<file path="src/logic/scd_pkg.sv">
/*
 * shared constants and carrier types for the interleaved static-column
 * dram instruction memory controller.
 * assumes a single 20 mhz system clock and a 32-bit byte address.
 */
`default_nettype none
package scd_pkg;
	// byte address fields: bank select, counted bits, latched bits
	localparam int SCD_BANK_BIT = 2;
	localparam int SCD_CNT_LO = 2;
	localparam int SCD_CNT_HI = 9;
	localparam int SCD_MID_LO = 10;
	localparam int SCD_MID_HI = 12;
	localparam int SCD_ROW_LO = 13;
	localparam int SCD_ROW_HI = 22;
	localparam int SCD_SEL_LO = 23;
	localparam int SCD_SEL_HI = 31;
	localparam int SCD_MADDR_W = 10;
	localparam int SCD_DATA_W = 32;
	// refresh interval in system clock cycles
	localparam int SCD_REFRESH_CYCLES = 390;
	localparam int SCD_REFRESH_W = 9;
	localparam int SCD_FIFO_DEPTH = 16;

	typedef enum logic [3:0] {
		idle,
		instr_row_strobe_state,
		instr_column_state,
		instr_transfer_state,
		data_row_strobe_state,
		data_column_state,
		data_read_state,
		data_write_column_state,
		data_write_state,
		write_preempt_first,
		write_preempt_second,
		precharge_state,
		refresh_step_one_state,
		refresh_step_two_state,
		refresh_step_three_state
	} scd_state_type;

	// address decode indications
	typedef struct packed {
		logic instr_hit;
		logic instr_begin;
		logic instr_end;
		logic data_hit;
		logic data_begin;
		logic data_end;
	} scd_decode_type;

	// memory array strobes
	typedef struct packed {
		logic row_strobe_n;
		logic chip_select_n;
		logic write_enable_n;
		logic col_select;
	} scd_mem_ctl_type;
endpackage
`default_nettype wire

</file>
<file path="src/logic/scd_ctrl.sv">
/*
 * write-data fifo and control sequencer for a two-bank odd/even
 * interleaved static-column dram instruction memory.
 * assumes the processor drives a full address on every new access,
 * synchronous inputs and one clock; array buffers sit outside.
 */
// Behaviour
// [RULE1] two write latch sets, alternate by active bank
// [RULE2] write data stable before and after chip select
// [RULE3] write word taken one cycle before read
// [RULE4] per-bank 8-bit counter, lsb names bank
// [RULE5] upper address latched, transparent during decode
// [RULE6] bits 10-12 with counter, 13-22 own latch
// [RULE7] bank counters advance on different cycles
// [RULE8] column address selected after row strobe delay
// [RULE9] burst requests and bus invalid registered first
// [RULE10] decode shows hit, begin and end per bus
// [RULE11] mealy sequencer of fifteen states
// [RULE12] idle: acks off, no refresh, precharge
// [RULE13] idle goes to instr, data or refresh
// [RULE14] pending refresh wins when leaving idle
// [RULE15] instr row state: ack, row strobe, no ready
// [RULE16] instr row state always then column state
// [RULE17] column state drives chip select, then transfer
// [RULE18] transfer state: enables follow burst request
// [RULE19] transfer leaves on new address or refresh
// [RULE20] separate instruction output enables per bank
// [RULE21] precharge always followed by idle
// [RULE22] refresh request every 390 cycles, flag
// [RULE23] refresh three cycles, first step held throughout
// [RULE24] reset: idle, strobes off, refresh cleared
// [RULE25] processor reissues address at 256-word boundary
`default_nettype none

module scd_fifo #(
	parameter int WIDTH = 32,
	parameter int DEPTH = 16
) (
	input wire logic clk,
	input wire logic reset_n,
	input wire logic clk_en,
	input wire logic in_valid,
	output logic in_ready,
	input wire logic [WIDTH-1:0] in_data,
	output logic out_valid,
	input wire logic out_ready,
	output logic [WIDTH-1:0] out_data
);
	localparam int AW = $clog2(DEPTH);
	logic [WIDTH-1:0] mem [DEPTH];
	logic [AW:0] wr_ptr_reg;
	logic [AW:0] rd_ptr_reg;
	logic push;
	logic pop;

	if (DEPTH < 2 || (DEPTH & (DEPTH - 1)) != 0) begin : g_bad_depth
		$error("fifo depth must be a power of two of at least 2");
	end

	// full when pointers differ only in the wrap bit
	assign in_ready = (wr_ptr_reg ^ rd_ptr_reg) != {1'b1, {AW{1'b0}}};
	assign out_valid = wr_ptr_reg != rd_ptr_reg;
	assign push = in_valid && in_ready;
	assign pop = out_valid && out_ready;
	assign out_data = mem[rd_ptr_reg[AW-1:0]];

	// storage array
	always_ff @(posedge clk) begin
		if (clk_en && push) begin
			mem[wr_ptr_reg[AW-1:0]] <= in_data;
		end
	end

	// pointers
	always_ff @(posedge clk or negedge reset_n) begin
		if (!reset_n) begin
			wr_ptr_reg <= '0;
			rd_ptr_reg <= '0;
		end else if (clk_en) begin
			if (push) begin
				wr_ptr_reg <= wr_ptr_reg + 1'b1;
			end
			if (pop) begin
				rd_ptr_reg <= rd_ptr_reg + 1'b1;
			end
		end
	end
endmodule

module scd_ctrl #(
	parameter logic [8:0] BLOCK_SELECT = 9'h000,
	parameter int REFRESH_CYCLES = scd_pkg::SCD_REFRESH_CYCLES,
	parameter int FIFO_DEPTH = scd_pkg::SCD_FIFO_DEPTH
) (
	input wire logic clk,
	input wire logic reset_n,
	input wire logic clk_en,
	input wire logic [31:0] addr,
	input wire logic instr_addr_valid,
	input wire logic data_addr_valid,
	input wire logic data_write,
	input wire logic instr_burst_request,
	input wire logic data_burst_request,
	input wire logic bus_invalid,
	input wire logic [31:0] write_data,
	output scd_pkg::scd_decode_type access_decode,
	output scd_pkg::scd_mem_ctl_type mem_ctl,
	output logic [9:0] mem_addr_even,
	output logic [9:0] mem_addr_odd,
	output logic [31:0] mem_wdata_even,
	output logic [31:0] mem_wdata_odd,
	output logic instr_burst_ack,
	output logic data_burst_ack,
	output logic instr_ready,
	output logic data_ready,
	output logic [1:0] instr_oe,
	output logic [1:0] data_oe,
	output logic active_bank_indicator,
	output logic refresh_step_first,
	output logic refresh_step_second,
	output logic refresh_step_third
);
	scd_pkg::scd_state_type state_reg;
	scd_pkg::scd_state_type state_next;
	logic instr_burst_request_reg;
	logic dbreq_reg;
	logic bus_invalid_reg;
	logic write_reg;
	logic refresh_req_reg;
	logic [8:0] ref_cnt_reg;
	logic [7:0] cnt_reg [2];
	logic bank_reg;
	logic [12:0] lat_reg;
	logic [12:0] upper;
	logic col_sel_reg;
	logic wr_arm_reg;
	logic wr_pulse_reg;
	logic [31:0] wlat_reg [2];
	logic match;
	logic instr_hit;
	logic data_hit;
	logic row_active;
	logic cs_read;
	logic leave_instr;
	logic leave_data;
	logic advance;
	logic fifo_in_valid;
	logic fifo_in_ready;
	logic fifo_out_valid;
	logic fifo_out_ready;
	logic [31:0] fifo_out_data;
	logic refresh_tick;

	if (REFRESH_CYCLES < 2 || REFRESH_CYCLES > 512) begin : g_bad_refresh
		$error("refresh interval must fit the 9-bit counter");
	end

	// registered burst requests and bus invalid
	always_ff @(posedge clk or negedge reset_n) begin
		if (!reset_n) begin
			instr_burst_request_reg <= 1'b0;
			dbreq_reg <= 1'b0;
			bus_invalid_reg <= 1'b1;
		end else if (clk_en) begin
			instr_burst_request_reg <= instr_burst_request; // [RULE9]
			dbreq_reg <= data_burst_request; // [RULE9]
			bus_invalid_reg <= bus_invalid; // [RULE9]
		end
	end

	// address decode for both buses
	assign match = addr[scd_pkg::SCD_SEL_HI:scd_pkg::SCD_SEL_LO] == BLOCK_SELECT;
	assign instr_hit = instr_addr_valid && match;
	assign data_hit = data_addr_valid && match;
	assign access_decode.instr_hit = instr_hit; // [RULE10]
	assign access_decode.data_hit = data_hit; // [RULE10]
	assign access_decode.instr_begin = state_reg == scd_pkg::idle && !refresh_req_reg && instr_hit;
	assign access_decode.data_begin = state_reg == scd_pkg::idle && !refresh_req_reg && !instr_hit && data_hit;
	assign access_decode.instr_end = leave_instr; // [RULE10]
	assign access_decode.data_end = leave_data; // [RULE10]

	// exit conditions out of the transfer states
	assign leave_instr = state_reg == scd_pkg::instr_transfer_state
		&& (instr_addr_valid || data_hit || refresh_req_reg); // [RULE19]
	assign leave_data = (state_reg == scd_pkg::data_read_state && (refresh_req_reg || !dbreq_reg))
		|| (state_reg == scd_pkg::data_write_state && (refresh_req_reg || !dbreq_reg));

	// next state
	always_comb begin
		state_next = state_reg;
		unique case (state_reg)
			scd_pkg::idle: begin
				if (refresh_req_reg) begin
					state_next = scd_pkg::refresh_step_one_state; // [RULE14]
				end else if (instr_hit) begin
					state_next = scd_pkg::instr_row_strobe_state; // [RULE13]
				end else if (data_hit) begin
					state_next = scd_pkg::data_row_strobe_state; // [RULE13]
				end
			end
			scd_pkg::instr_row_strobe_state: state_next = scd_pkg::instr_column_state; // [RULE16]
			scd_pkg::instr_column_state: state_next = scd_pkg::instr_transfer_state; // [RULE17]
			scd_pkg::instr_transfer_state: begin
				if (leave_instr) begin
					state_next = scd_pkg::precharge_state; // [RULE19]
				end
			end
			scd_pkg::data_row_strobe_state: begin
				state_next = write_reg ? scd_pkg::data_write_column_state : scd_pkg::data_column_state;
			end
			scd_pkg::data_column_state: state_next = scd_pkg::data_read_state;
			scd_pkg::data_read_state: begin
				if (leave_data) begin
					state_next = scd_pkg::precharge_state;
				end
			end
			scd_pkg::data_write_column_state: state_next = scd_pkg::data_write_state;
			scd_pkg::data_write_state: begin
				if (refresh_req_reg) begin
					state_next = scd_pkg::write_preempt_first;
				end else if (!dbreq_reg && !fifo_out_valid) begin
					state_next = scd_pkg::precharge_state;
				end
			end
			scd_pkg::write_preempt_first: state_next = scd_pkg::write_preempt_second;
			scd_pkg::write_preempt_second: begin
				if (!fifo_out_valid) begin
					state_next = scd_pkg::precharge_state;
				end
			end
			scd_pkg::precharge_state: state_next = scd_pkg::idle; // [RULE21]
			scd_pkg::refresh_step_one_state: state_next = scd_pkg::refresh_step_two_state; // [RULE23]
			scd_pkg::refresh_step_two_state: state_next = scd_pkg::refresh_step_three_state; // [RULE23]
			scd_pkg::refresh_step_three_state: state_next = scd_pkg::idle; // [RULE23]
			default: state_next = scd_pkg::idle;
		endcase
	end

	// state register and access direction
	always_ff @(posedge clk or negedge reset_n) begin
		if (!reset_n) begin
			state_reg <= scd_pkg::idle; // [RULE24]
			write_reg <= 1'b0;
		end else if (clk_en) begin
			state_reg <= state_next; // [RULE11]
			if (state_reg == scd_pkg::idle) begin
				write_reg <= data_write;
			end
		end
	end

	// free-running refresh interval counter and request flag
	assign refresh_tick = ref_cnt_reg == 9'(REFRESH_CYCLES - 1);
	always_ff @(posedge clk or negedge reset_n) begin
		if (!reset_n) begin
			ref_cnt_reg <= '0;
			refresh_req_reg <= 1'b0; // [RULE24]
		end else if (clk_en) begin
			ref_cnt_reg <= refresh_tick ? 9'h000 : ref_cnt_reg + 9'h001; // [RULE22]
			if (refresh_tick) begin
				refresh_req_reg <= 1'b1; // [RULE22]
			end else if (state_reg == scd_pkg::idle) begin
				refresh_req_reg <= 1'b0; // acknowledged by leaving idle
			end
		end
	end

	// refresh step signals, the first one covers all three cycles
	assign refresh_step_first = state_reg == scd_pkg::refresh_step_one_state
		|| refresh_step_second || refresh_step_third; // [RULE23]
	assign refresh_step_second = state_reg == scd_pkg::refresh_step_two_state;
	assign refresh_step_third = state_reg == scd_pkg::refresh_step_three_state;

	// upper address latch, open while decoding in idle
	always_ff @(posedge clk or negedge reset_n) begin
		if (!reset_n) begin
			lat_reg <= '0;
		end else if (clk_en && state_reg == scd_pkg::idle) begin
			lat_reg <= addr[scd_pkg::SCD_ROW_HI:scd_pkg::SCD_MID_LO]; // [RULE5]
		end
	end
	assign upper = state_reg == scd_pkg::idle ? addr[scd_pkg::SCD_ROW_HI:scd_pkg::SCD_MID_LO] : lat_reg; // [RULE5]

	// a word leaves a bank when the bus takes it, or enters one from the fifo
	assign advance = instr_ready
		|| (data_ready && state_reg == scd_pkg::data_read_state)
		|| (fifo_out_valid && fifo_out_ready);

	// per-bank burst counters, lsb names the bank
	always_ff @(posedge clk or negedge reset_n) begin
		if (!reset_n) begin
			cnt_reg[0] <= 8'h00;
			cnt_reg[1] <= 8'h01;
			bank_reg <= 1'b0;
		end else if (clk_en) begin
			if (state_reg == scd_pkg::idle) begin
				cnt_reg[0] <= {addr[scd_pkg::SCD_CNT_HI:3] + 7'(addr[scd_pkg::SCD_BANK_BIT]), 1'b0}; // [RULE4]
				cnt_reg[1] <= {addr[scd_pkg::SCD_CNT_HI:3], 1'b1}; // [RULE4]
				bank_reg <= addr[scd_pkg::SCD_BANK_BIT];
			end else if (advance) begin
				cnt_reg[bank_reg] <= cnt_reg[bank_reg] + 8'h02; // [RULE7]
				bank_reg <= !bank_reg;
			end
		end
	end
	assign active_bank_indicator = bank_reg;

	// row/column multiplex, column half selected a cycle after row strobe
	assign row_active = !(state_reg == scd_pkg::idle || state_reg == scd_pkg::precharge_state);
	always_ff @(posedge clk or negedge reset_n) begin
		if (!reset_n) begin
			col_sel_reg <= 1'b0;
		end else if (clk_en) begin
			col_sel_reg <= row_active; // [RULE8]
		end
	end
	assign mem_addr_even = col_sel_reg ? {upper[2:0], cnt_reg[0][7:1]} : upper[12:3]; // [RULE6]
	assign mem_addr_odd = col_sel_reg ? {upper[2:0], cnt_reg[1][7:1]} : upper[12:3]; // [RULE6]

	// write data fifo, filled early and drained into the bank latches
	assign fifo_in_valid = data_ready && write_reg;
	assign fifo_out_ready = state_reg == scd_pkg::data_write_state
		|| state_reg == scd_pkg::write_preempt_first || state_reg == scd_pkg::write_preempt_second;
	scd_fifo #(
		.WIDTH(scd_pkg::SCD_DATA_W),
		.DEPTH(FIFO_DEPTH)
	) u_wfifo (
		.clk(clk),
		.reset_n(reset_n),
		.clk_en(clk_en),
		.in_valid(fifo_in_valid),
		.in_ready(fifo_in_ready),
		.in_data(write_data),
		.out_valid(fifo_out_valid),
		.out_ready(fifo_out_ready),
		.out_data(fifo_out_data)
	);

	// bank write latches open on alternate words; strobe follows a cycle later
	always_ff @(posedge clk or negedge reset_n) begin
		if (!reset_n) begin
			wlat_reg[0] <= '0;
			wlat_reg[1] <= '0;
			wr_arm_reg <= 1'b0;
			wr_pulse_reg <= 1'b0;
		end else if (clk_en) begin
			if (fifo_out_valid && fifo_out_ready) begin
				wlat_reg[bank_reg] <= fifo_out_data; // [RULE1]
			end
			wr_arm_reg <= fifo_out_valid && fifo_out_ready;
			wr_pulse_reg <= wr_arm_reg; // [RULE2]
		end
	end
	assign mem_wdata_even = wlat_reg[0];
	assign mem_wdata_odd = wlat_reg[1];

	// strobes toward the array
	assign cs_read = state_reg == scd_pkg::instr_column_state || state_reg == scd_pkg::instr_transfer_state
		|| state_reg == scd_pkg::data_column_state || state_reg == scd_pkg::data_read_state;
	assign mem_ctl.row_strobe_n = !row_active;
	assign mem_ctl.chip_select_n = !(cs_read || wr_pulse_reg
		|| (state_reg == scd_pkg::idle && refresh_req_reg)); // [RULE17]
	assign mem_ctl.write_enable_n = !wr_pulse_reg; // [RULE2]
	assign mem_ctl.col_select = col_sel_reg;

	// burst acknowledges, dropped in the cycle that preempts
	assign instr_burst_ack = (state_reg == scd_pkg::instr_row_strobe_state
		|| state_reg == scd_pkg::instr_column_state
		|| state_reg == scd_pkg::instr_transfer_state) && !leave_instr; // [RULE15]
	assign data_burst_ack = (state_reg == scd_pkg::data_row_strobe_state
		|| state_reg == scd_pkg::data_column_state || state_reg == scd_pkg::data_read_state
		|| state_reg == scd_pkg::data_write_column_state
		|| state_reg == scd_pkg::data_write_state) && !leave_data; // [RULE12]

	// ready and output enables, writes take data one cycle early
	assign instr_ready = state_reg == scd_pkg::instr_transfer_state && instr_burst_request_reg && !bus_invalid_reg; // [RULE18]
	assign data_ready = dbreq_reg && !bus_invalid_reg
		&& (state_reg == scd_pkg::data_read_state
		|| ((state_reg == scd_pkg::data_write_column_state
		|| state_reg == scd_pkg::data_write_state) && fifo_in_ready)); // [RULE3]
	assign instr_oe = instr_ready ? (bank_reg ? 2'h2 : 2'h1) : 2'h0; // [RULE20]
	assign data_oe = data_ready && !write_reg ? (bank_reg ? 2'h2 : 2'h1) : 2'h0;
endmodule
`default_nettype wire

</file>
<file path="config.mk">
export PLATFORM = sky130hd
export DESIGN_NAME = scd_ctrl
export DESIGN_NICKNAME = d
export VERILOG_FILES = /design/src/logic/scd_pkg.sv /design/src/logic/scd_ctrl.sv
export SDC_FILE = /design/constraint.sdc
export NUM_CORES = 1
export LEC_CHECK = 0
export ABC_AREA = 1
export ABC_CLOCK_PERIOD_IN_PS = 3300
export BUFFER_PORTS_ARGS = -buffer_cell sky130_fd_sc_hd__buf_2
export CAP_MARGIN = 20
export CORE_UTILIZATION = 54
export DETAILED_ROUTE_END_ITERATION = 10
export PLACE_DENSITY = 0.8
export SLEW_MARGIN = 25
export SYNTH_ARGS = -nofsm -noshare
export SYNTH_HDL_FRONTEND = slang
export SYNTH_SLANG_ARGS = --single-unit
</file>
<file path="constraint.sdc">
create_clock -name clk -period 3.3 [get_ports clk]
set_input_delay 0.33 -clock clk [delete_from_list [all_inputs] [get_ports clk]]
set_output_delay 0.33 -clock clk [all_outputs]
set_load 0.02 [all_outputs]
</file>
Yosys cells after proc, flatten, opt, wreduce, memory -nomap -nowiden
Memories as Yosys holds them, arrays and structs flattened.
Index checks and enable logic that the tools add are counted.
Storage, ports and cells
  flip-flop bits (word level): 125
  bits in latches: 0
  RAM bits: 512
  ROM bits: 0
  input bits: 73
  output and inout bits: 106
  logic and storage cells: 156
  memories: 1
Operators by class
  add/sub/neg operators: 5
  multiply operators: 0
  div/mod/pow operators: 0
  magnitude comparators: 2
  equal/unequal tests: 22
  shift-type cells: 0
  muxes and demuxes: 34
  bitwise logic cells: 2
  reduce and logical (&&, ||, !) cells: 72
Memory list
  u_wfifo.mem: depth 16, bits a word 32, read ports 1, clocked after memory_dff 0, wr ports 1, RTL line scd_ctrl.sv:50  | logic [WIDTH-1:0] mem [DEPTH];
Operators with widths (count)
  64-bit bitwise mux: 1
  4-bit one-hot mux with 13 select lines: 1
  32-bit demux with 1-bit select: 1
  16-bit 2-to-1 mux: 2
  32-bit 2-to-1 mux: 1
  4-bit 2-to-1 mux: 8
  8-bit 2-to-1 mux: 4
  4-bit equality test, second input constant: 7
  1-bit logical AND: 26
  1-bit logical OR: 24
  10-bit 2-to-1 mux: 2
  16-bit bitwise mux: 1
  4-bit by 3-bit equality test with 1-bit output, second input constant: 4
  13-bit 2-to-1 mux: 1
  1-bit logical NOT: 12
  5-bit by 1-bit adder with 5-bit output, second input constant: 2
  2-bit AND reduction: 5
  9-bit by 1-bit adder with 9-bit output, second input constant: 1
  9-bit equality test, second input constant: 1
  9-bit logical NOT: 1
  9-bit 2-to-1 mux: 1
  8-bit by 2-bit adder with 8-bit output, second input constant: 1
  8-bit demux with 1-bit select: 1
  4-bit by 2-bit equality test with 1-bit output, second input constant: 2
  other kinds (16): 27

Longest topological paths before layout
  word-level depth: 10
  gate-level depth with buffers: 12
  mapped depth without buffers: 12

Hierarchy
A second synthesis with hierarchy kept.
Second synthesis, totals
  cells, all modules: 2480
  area total of the unflattened synthesis: 27109.8 µm²
By module, submodules not included
  scd_fifo: times used 1, cells each 1734, area each 21101.5 µm², sequential area each 15625.0 µm²
  scd_ctrl: times used 1, cells each 746, area each 6008.3 µm², sequential area each 2829.0 µm²

Worst setup path after synthesis
Ideal clock, no wire load.
  path type: reg-to-reg
  start point: reg u_wfifo.rd_ptr_reg[0]
  end point: mem u_wfifo.mem[0][0], enable pin
  setup time: 0.421 ns
  arrival: 2.721 ns
  data required time: 2.879 ns
  path slack: 0.158 ns
  cell stages (with the launch flop): 11
  buffers on the path: 2
  clock period less this slack: 3.142 ns
  cell sequence: dfrtp_1 > buf_6 > nand2_1 > nand2_2 > nor2_4 > nand3b_1 > nand3_1 > nand2_1 > buf_4 > nand4_2 > nor2_1
On the way
  cells in the longest elaborated chain, start to end: 10
Ends and longest elaborated chain
  start, declared: RTL line scd_ctrl.sv:52  | logic [AW:0] rd_ptr_reg;
  start signal, assigned: RTL line scd_ctrl.sv:84  | rd_ptr_reg <= rd_ptr_reg + 1'b1;
  5-bit bitwise XOR: RTL line scd_ctrl.sv:61  | assign in_ready = (wr_ptr_reg ^ rd_ptr_reg) != {1'b1, {AW{1'b0}}};
  5-bit != test: RTL line scd_ctrl.sv:61
  1-bit logical AND: RTL line scd_ctrl.sv:380  | || state_reg == scd_pkg::data_write_state) && fifo_in_ready));
  1-bit logical OR: RTL line scd_ctrl.sv:379  | || ((state_reg == scd_pkg::data_write_column_state
  1-bit logical AND: RTL line scd_ctrl.sv:378  | && (state_reg == scd_pkg::data_read_state
  net data_ready: RTL line scd_ctrl.sv:115  | output logic data_ready,
  1-bit logical AND: RTL line scd_ctrl.sv:321  | assign fifo_in_valid = data_ready && write_reg;
  1-bit logical AND: RTL line scd_ctrl.sv:63  | assign push = in_valid && in_ready;
  1-bit logical AND: RTL line scd_ctrl.sv:69  | if (clk_en && push) begin
  1-bit 2-to-1 mux: RTL line scd_ctrl.sv:69
  1-bit 2-to-1 mux (not written as such): RTL line scd_ctrl.sv:70  | mem[wr_ptr_reg[AW-1:0]] <= in_data;
  end, declared: RTL line scd_ctrl.sv:50
The timed path passes the listed nets, and every way through them passes these cells.

Final worst setup path
  start point: reg state_reg[0]
  end point: mem u_wfifo.mem[15][8], enable pin
On the way
  cells in the longest elaborated chain, start to end: 10
  elaborated cells between the ends (all ways): 12
  classes of those cells: eq/ne (3); mux (2); reduce/logical (7)
Ends and longest elaborated chain
  start, declared: RTL line scd_ctrl.sv:123  | scd_pkg::scd_state_type state_reg;
  start signal, assigned: RTL line scd_ctrl.sv:242  | state_reg <= scd_pkg::idle;
  start signal, assigned: RTL line scd_ctrl.sv:245  | state_reg <= state_next;
  4-bit by 3-bit equality test with 1-bit output or 4-bit equality test (tied branches): RTL line scd_ctrl.sv:379, scd_ctrl.sv:380
  1-bit logical OR: RTL line scd_ctrl.sv:380
  1-bit logical AND: RTL line scd_ctrl.sv:380
  1-bit logical OR (*): RTL line scd_ctrl.sv:379
  1-bit logical AND (*): RTL line scd_ctrl.sv:378
  1-bit logical AND (*): RTL line scd_ctrl.sv:321
  1-bit logical AND (*): RTL line scd_ctrl.sv:63
  1-bit logical AND (*): RTL line scd_ctrl.sv:69
  1-bit 2-to-1 mux (*): RTL line scd_ctrl.sv:69
  1-bit 2-to-1 mux (not written as such) (*): RTL line scd_ctrl.sv:70
Mark *: on every way between the ends. The rest lies on a longest branch, timed or not.

==> Implementation_results.wiki <==
{| class="wikitable"
! Metric !! Value
|-
| Worst EP required || 3.63 ns
|-
| Post-cts gate resize count || 0
|-
| Switching share of total power || 37.4%
|-
| Distinct cell type count of the synthesized netlist || 43
|-
| Num CTS Buffers || 60
|-
| Via count of the first global-routing pass || 17800
|-
| Wire length of the first global-routing pass || 97.2 mm
|-
| Vias/cell || 5.85
|-
| Post-route ant nets || 0
|-
| Clock Skew || 0.0202 ns
|-
| Area of the core || 47800 um^2
|-
| First DRT Iteration DRCs || 1967
|-
| Setup repair after global routing missed its margin || false
|-
| Post-synthesis instance total || 2307
|-
| Skew-Pair Late Insertion Delay || 0.63 ns
|-
| Critical Path Fanout Max || 12
|-
| Residual DRC || 0
|-
| Maximum level of the CTS H-tree || 2
|-
| Static leakage || 11.4 nW
|-
| Most frequent cells in the layout || 512 x sky130_fd_sc_hd__edfxtp_1, 437 x sky130_fd_sc_hd__nand2_1, 363 x sky130_fd_sc_hd__nor2_1
|-
| Final Hold Fails || 0
|-
| Post-CTS Setup Bufs || 0
|-
| Max FFs per register || 512
|-
| Final critical-path required period || 2.97 ns
|-
| Data arrival time of the critical path || 3.30 ns
|-
| Headroom to the max-slew limit || 42.1%
|-
| Floorplan die area || 49600 um^2
|-
| Total global routing track utilization || 25.3%
|-
| Global route overflow || 0
|-
| Clock slew at reported path FFs || 0.06 ns
|-
| Pre-antenna DRT Iters || 6
|-
| Post-DR wirelength/cell || 20.1 um
|-
| Type of destination of the critical path || flip-flop
|-
| Min-Delay Path Class || input pin to flip-flop
|-
| Outcome || finished, final reports clean
|-
| Internal portion of total power || 0.0159 W
|-
| Clk sinks || 635
|-
| Area share of the leading cell type in the synthesized netlist || 58.4%
|-
| Top cells by area in the synthesized netlist || sky130_fd_sc_hd__edfxtp_1 58%, sky130_fd_sc_hd__dfrtp_1 12%, sky130_fd_sc_hd__nand2_1 6.2%
|-
| Pwr dens || 847 nW/um^2
|-
| Die height || 223 um
|-
| Period Utilization, post-route || 90.1%
|-
| Last weighted congestion value of the routability-driven placer || 0.909
|-
| Fraction of registers with async set/reset || 19.4%
|-
| Setup_tns || 0 ns
|-
| Path type of the worst setup path || flip-flop to flip-flop
|-
| Largest area contributor in the synthesized netlist || sky130_fd_sc_hd__edfxtp_1
|-
| Number of nets in the synthesized netlist || 2390
|-
| Finished Cell Area || 30000 um^2
|-
| Half-perimeter wire length after placement || 36.4 mm
|-
| Peak supply drop || 0.582 mV
|-
| Sequential share of power || 38.8%
|-
| Post-synthesis sequential area ratio || 70.1%
|-
| Root Driver || sky130_fd_sc_hd__clkbuf_16
|-
| Top_reg_cell synth || sky130_fd_sc_hd__edfxtp_1
|-
| Die Span X || 223 um
|-
| Total Power Consumption || 0.0254 W
|-
| IO Pins || 179
|-
| Share of total power in the clock network || 26.5%
|-
| Count of port buffers added during placement || 176
|-
| Maximum number of pins on one net before global-route repair || 258
|-
| Site Rows || 80
|-
| Least-Margin Pin Slew || 0.869 ns
|-
| Hold buffers post-CTS || 16
|-
| Maximum Capacitance Violations || 0
|-
| Net switching power || 0.00951 W
|-
| Share of cells above drive strength 1 || 14.3%
|-
| Number of storage elements in the synthesis netlist || 635
|-
| Drt total wl || 63.0 mm
|-
| Nets@finish || 2553
|-
| Count of flip-flops with a built-in enable after synthesis || 512
|-
| Number of warnings issued by yosys || 0
|-
| Fraction of power consumed by combinational cells || 34.7%
|-
| Initial core utilization || 55.0%
|-
| Upper clock frequency limit || 336 MHz
|-
| Area Overhead vs Synth || 14.1%
|-
| Post-synth design cell area || 26300 um^2
|-
| Max clock buf depth || 3
|-
| Number of antenna violations at the first check in global routing || 3
|-
| Syn Area/Cell || 11.4 um^2
|-
| Nature of the critical path startpoint || flip-flop
|-
| Placed inst area || 27900 um^2
|-
| CTS tree || built
|-
| Via count || 18300
|-
| Count of final setup violators || 0
|-
| Final Max Slew Viols || 0
|-
| Most common cell after layout, fill and taps aside || sky130_fd_sc_hd__edfxtp_1
|}
[final timing paths]
| path | from | slack, ns | endpoint | depth (start not counted) |
|---|---|---|---|---|
| min | addr[18] | 0.03 | lat_reg[8] | 3 |
| max in group asynchronous | reset_n | 2.20 | mem_wdata_even[17] | 3 |
| min in group asynchronous | reset_n | 0.31 | state_reg[0] | 2 |
| max | state_reg[0] | 0.33 | u_wfifo.mem[15][8] | 8 |
| max reg2reg | state_reg[0] | 0.33 | u_wfifo.mem[15][8] | 8 |
| min reg2reg | lat_reg[0] | 0.47 | lat_reg[0] | 2 |
[logic make-up after synthesis]
group / after synthesis / synth area share [%]
DFF: 635 / 70.1
adders and majority gates: 10 / 0.476
AOI/OAI and AO/OA: 473 / 10.1
xor gates and xnor gates: 11 / 0.366
buffers and inverters: 218 / 4.00
and+or+nand+nor: 960 / 14.9
[power groups by stage]
stage	clock network, W	registers, W	logic (W)
global route	0.00712	0.00994	0.00968
global placement	0	0.00998	0.00842
floorplan	0	0.0103	0.00583
CTS	0.00682	0.00985	0.00873
detailed placement	0	0.0100	0.00865
finish	0.00674	0.00986	0.00881
[synth_stat cells, types with 2 or more instances]
library cell / count
sky130_fd_sc_hd__a21boi_0: 2
sky130_fd_sc_hd__a21oi_1: 8
sky130_fd_sc_hd__buf_1: 4
sky130_fd_sc_hd__buf_2: 37
sky130_fd_sc_hd__buf_4: 19
sky130_fd_sc_hd__buf_6: 15
sky130_fd_sc_hd__clkbuf_1: 61
sky130_fd_sc_hd__dfrtp_1: 122
sky130_fd_sc_hd__edfxtp_1: 512
sky130_fd_sc_hd__ha_1: 10
sky130_fd_sc_hd__inv_1: 69
sky130_fd_sc_hd__inv_2: 11
sky130_fd_sc_hd__inv_4: 2
sky130_fd_sc_hd__nand2_1: 437
sky130_fd_sc_hd__nand2_2: 4
sky130_fd_sc_hd__nand2_4: 4
sky130_fd_sc_hd__nand3_1: 99
sky130_fd_sc_hd__nand3b_1: 2
sky130_fd_sc_hd__nand4_1: 12
sky130_fd_sc_hd__nand4_2: 3
sky130_fd_sc_hd__nor2_1: 380
sky130_fd_sc_hd__nor2_2: 5
sky130_fd_sc_hd__nor2_4: 2
sky130_fd_sc_hd__nor2_8: 2
sky130_fd_sc_hd__nor3_1: 5
sky130_fd_sc_hd__o211ai_1: 71
sky130_fd_sc_hd__o21a_1: 3
sky130_fd_sc_hd__o21ai_0: 304
sky130_fd_sc_hd__o21ai_1: 11
sky130_fd_sc_hd__o22ai_1: 69
sky130_fd_sc_hd__xnor2_1: 4
sky130_fd_sc_hd__xor2_1: 7
[area by class of cell]
class                   instances  area, um^2
repair buffers                237        1600
diodes                          2        5.00
fillers                      3468       17800
clock buffers                  85        1660
flip-flops and latches        635       18500
well taps                     615         769
clock inverters                27         274
multi-input cells            1454        6920
inverters                      82         318
[worst max-delay path, stage by stage, from the launching register on]
cell	delay, ns
sky130_fd_sc_hd__dfrtp_1	0.42
sky130_fd_sc_hd__nor2_1	0.28
sky130_fd_sc_hd__nand2_1	0.15
sky130_fd_sc_hd__o21ai_1	0.15
sky130_fd_sc_hd__nand3_1	0.11
sky130_fd_sc_hd__nand2_1	0.23
sky130_fd_sc_hd__nand3_1	0.42
sky130_fd_sc_hd__nor2_4	0.66
sky130_fd_sc_hd__buf_12	0.23
[through the flow]
step	instances	setup WS (ns)	hold WS, ns	util (%)
detailed placement	3005	0.363	0.458	58.2
floorplan	2307	0.158	0.0344	-
global placement	3005	0.503	0.447	58.2
finish	3137	0.328	0.0328	62.7
CTS	3133	0.321	0.00161	62.6
global route	3136	0.157	0.0375	62.7
[per-layer routing]
metal	GRT usage (%)	routed length, um	vias up
met5	0	21	-
li1	-	-	8419
met1	33.3	25400	8957
met2	42.3	30900	818
met4	9.90	1870	4
met3	3.98	4780	143
Power figures use the tool's default switching activity.
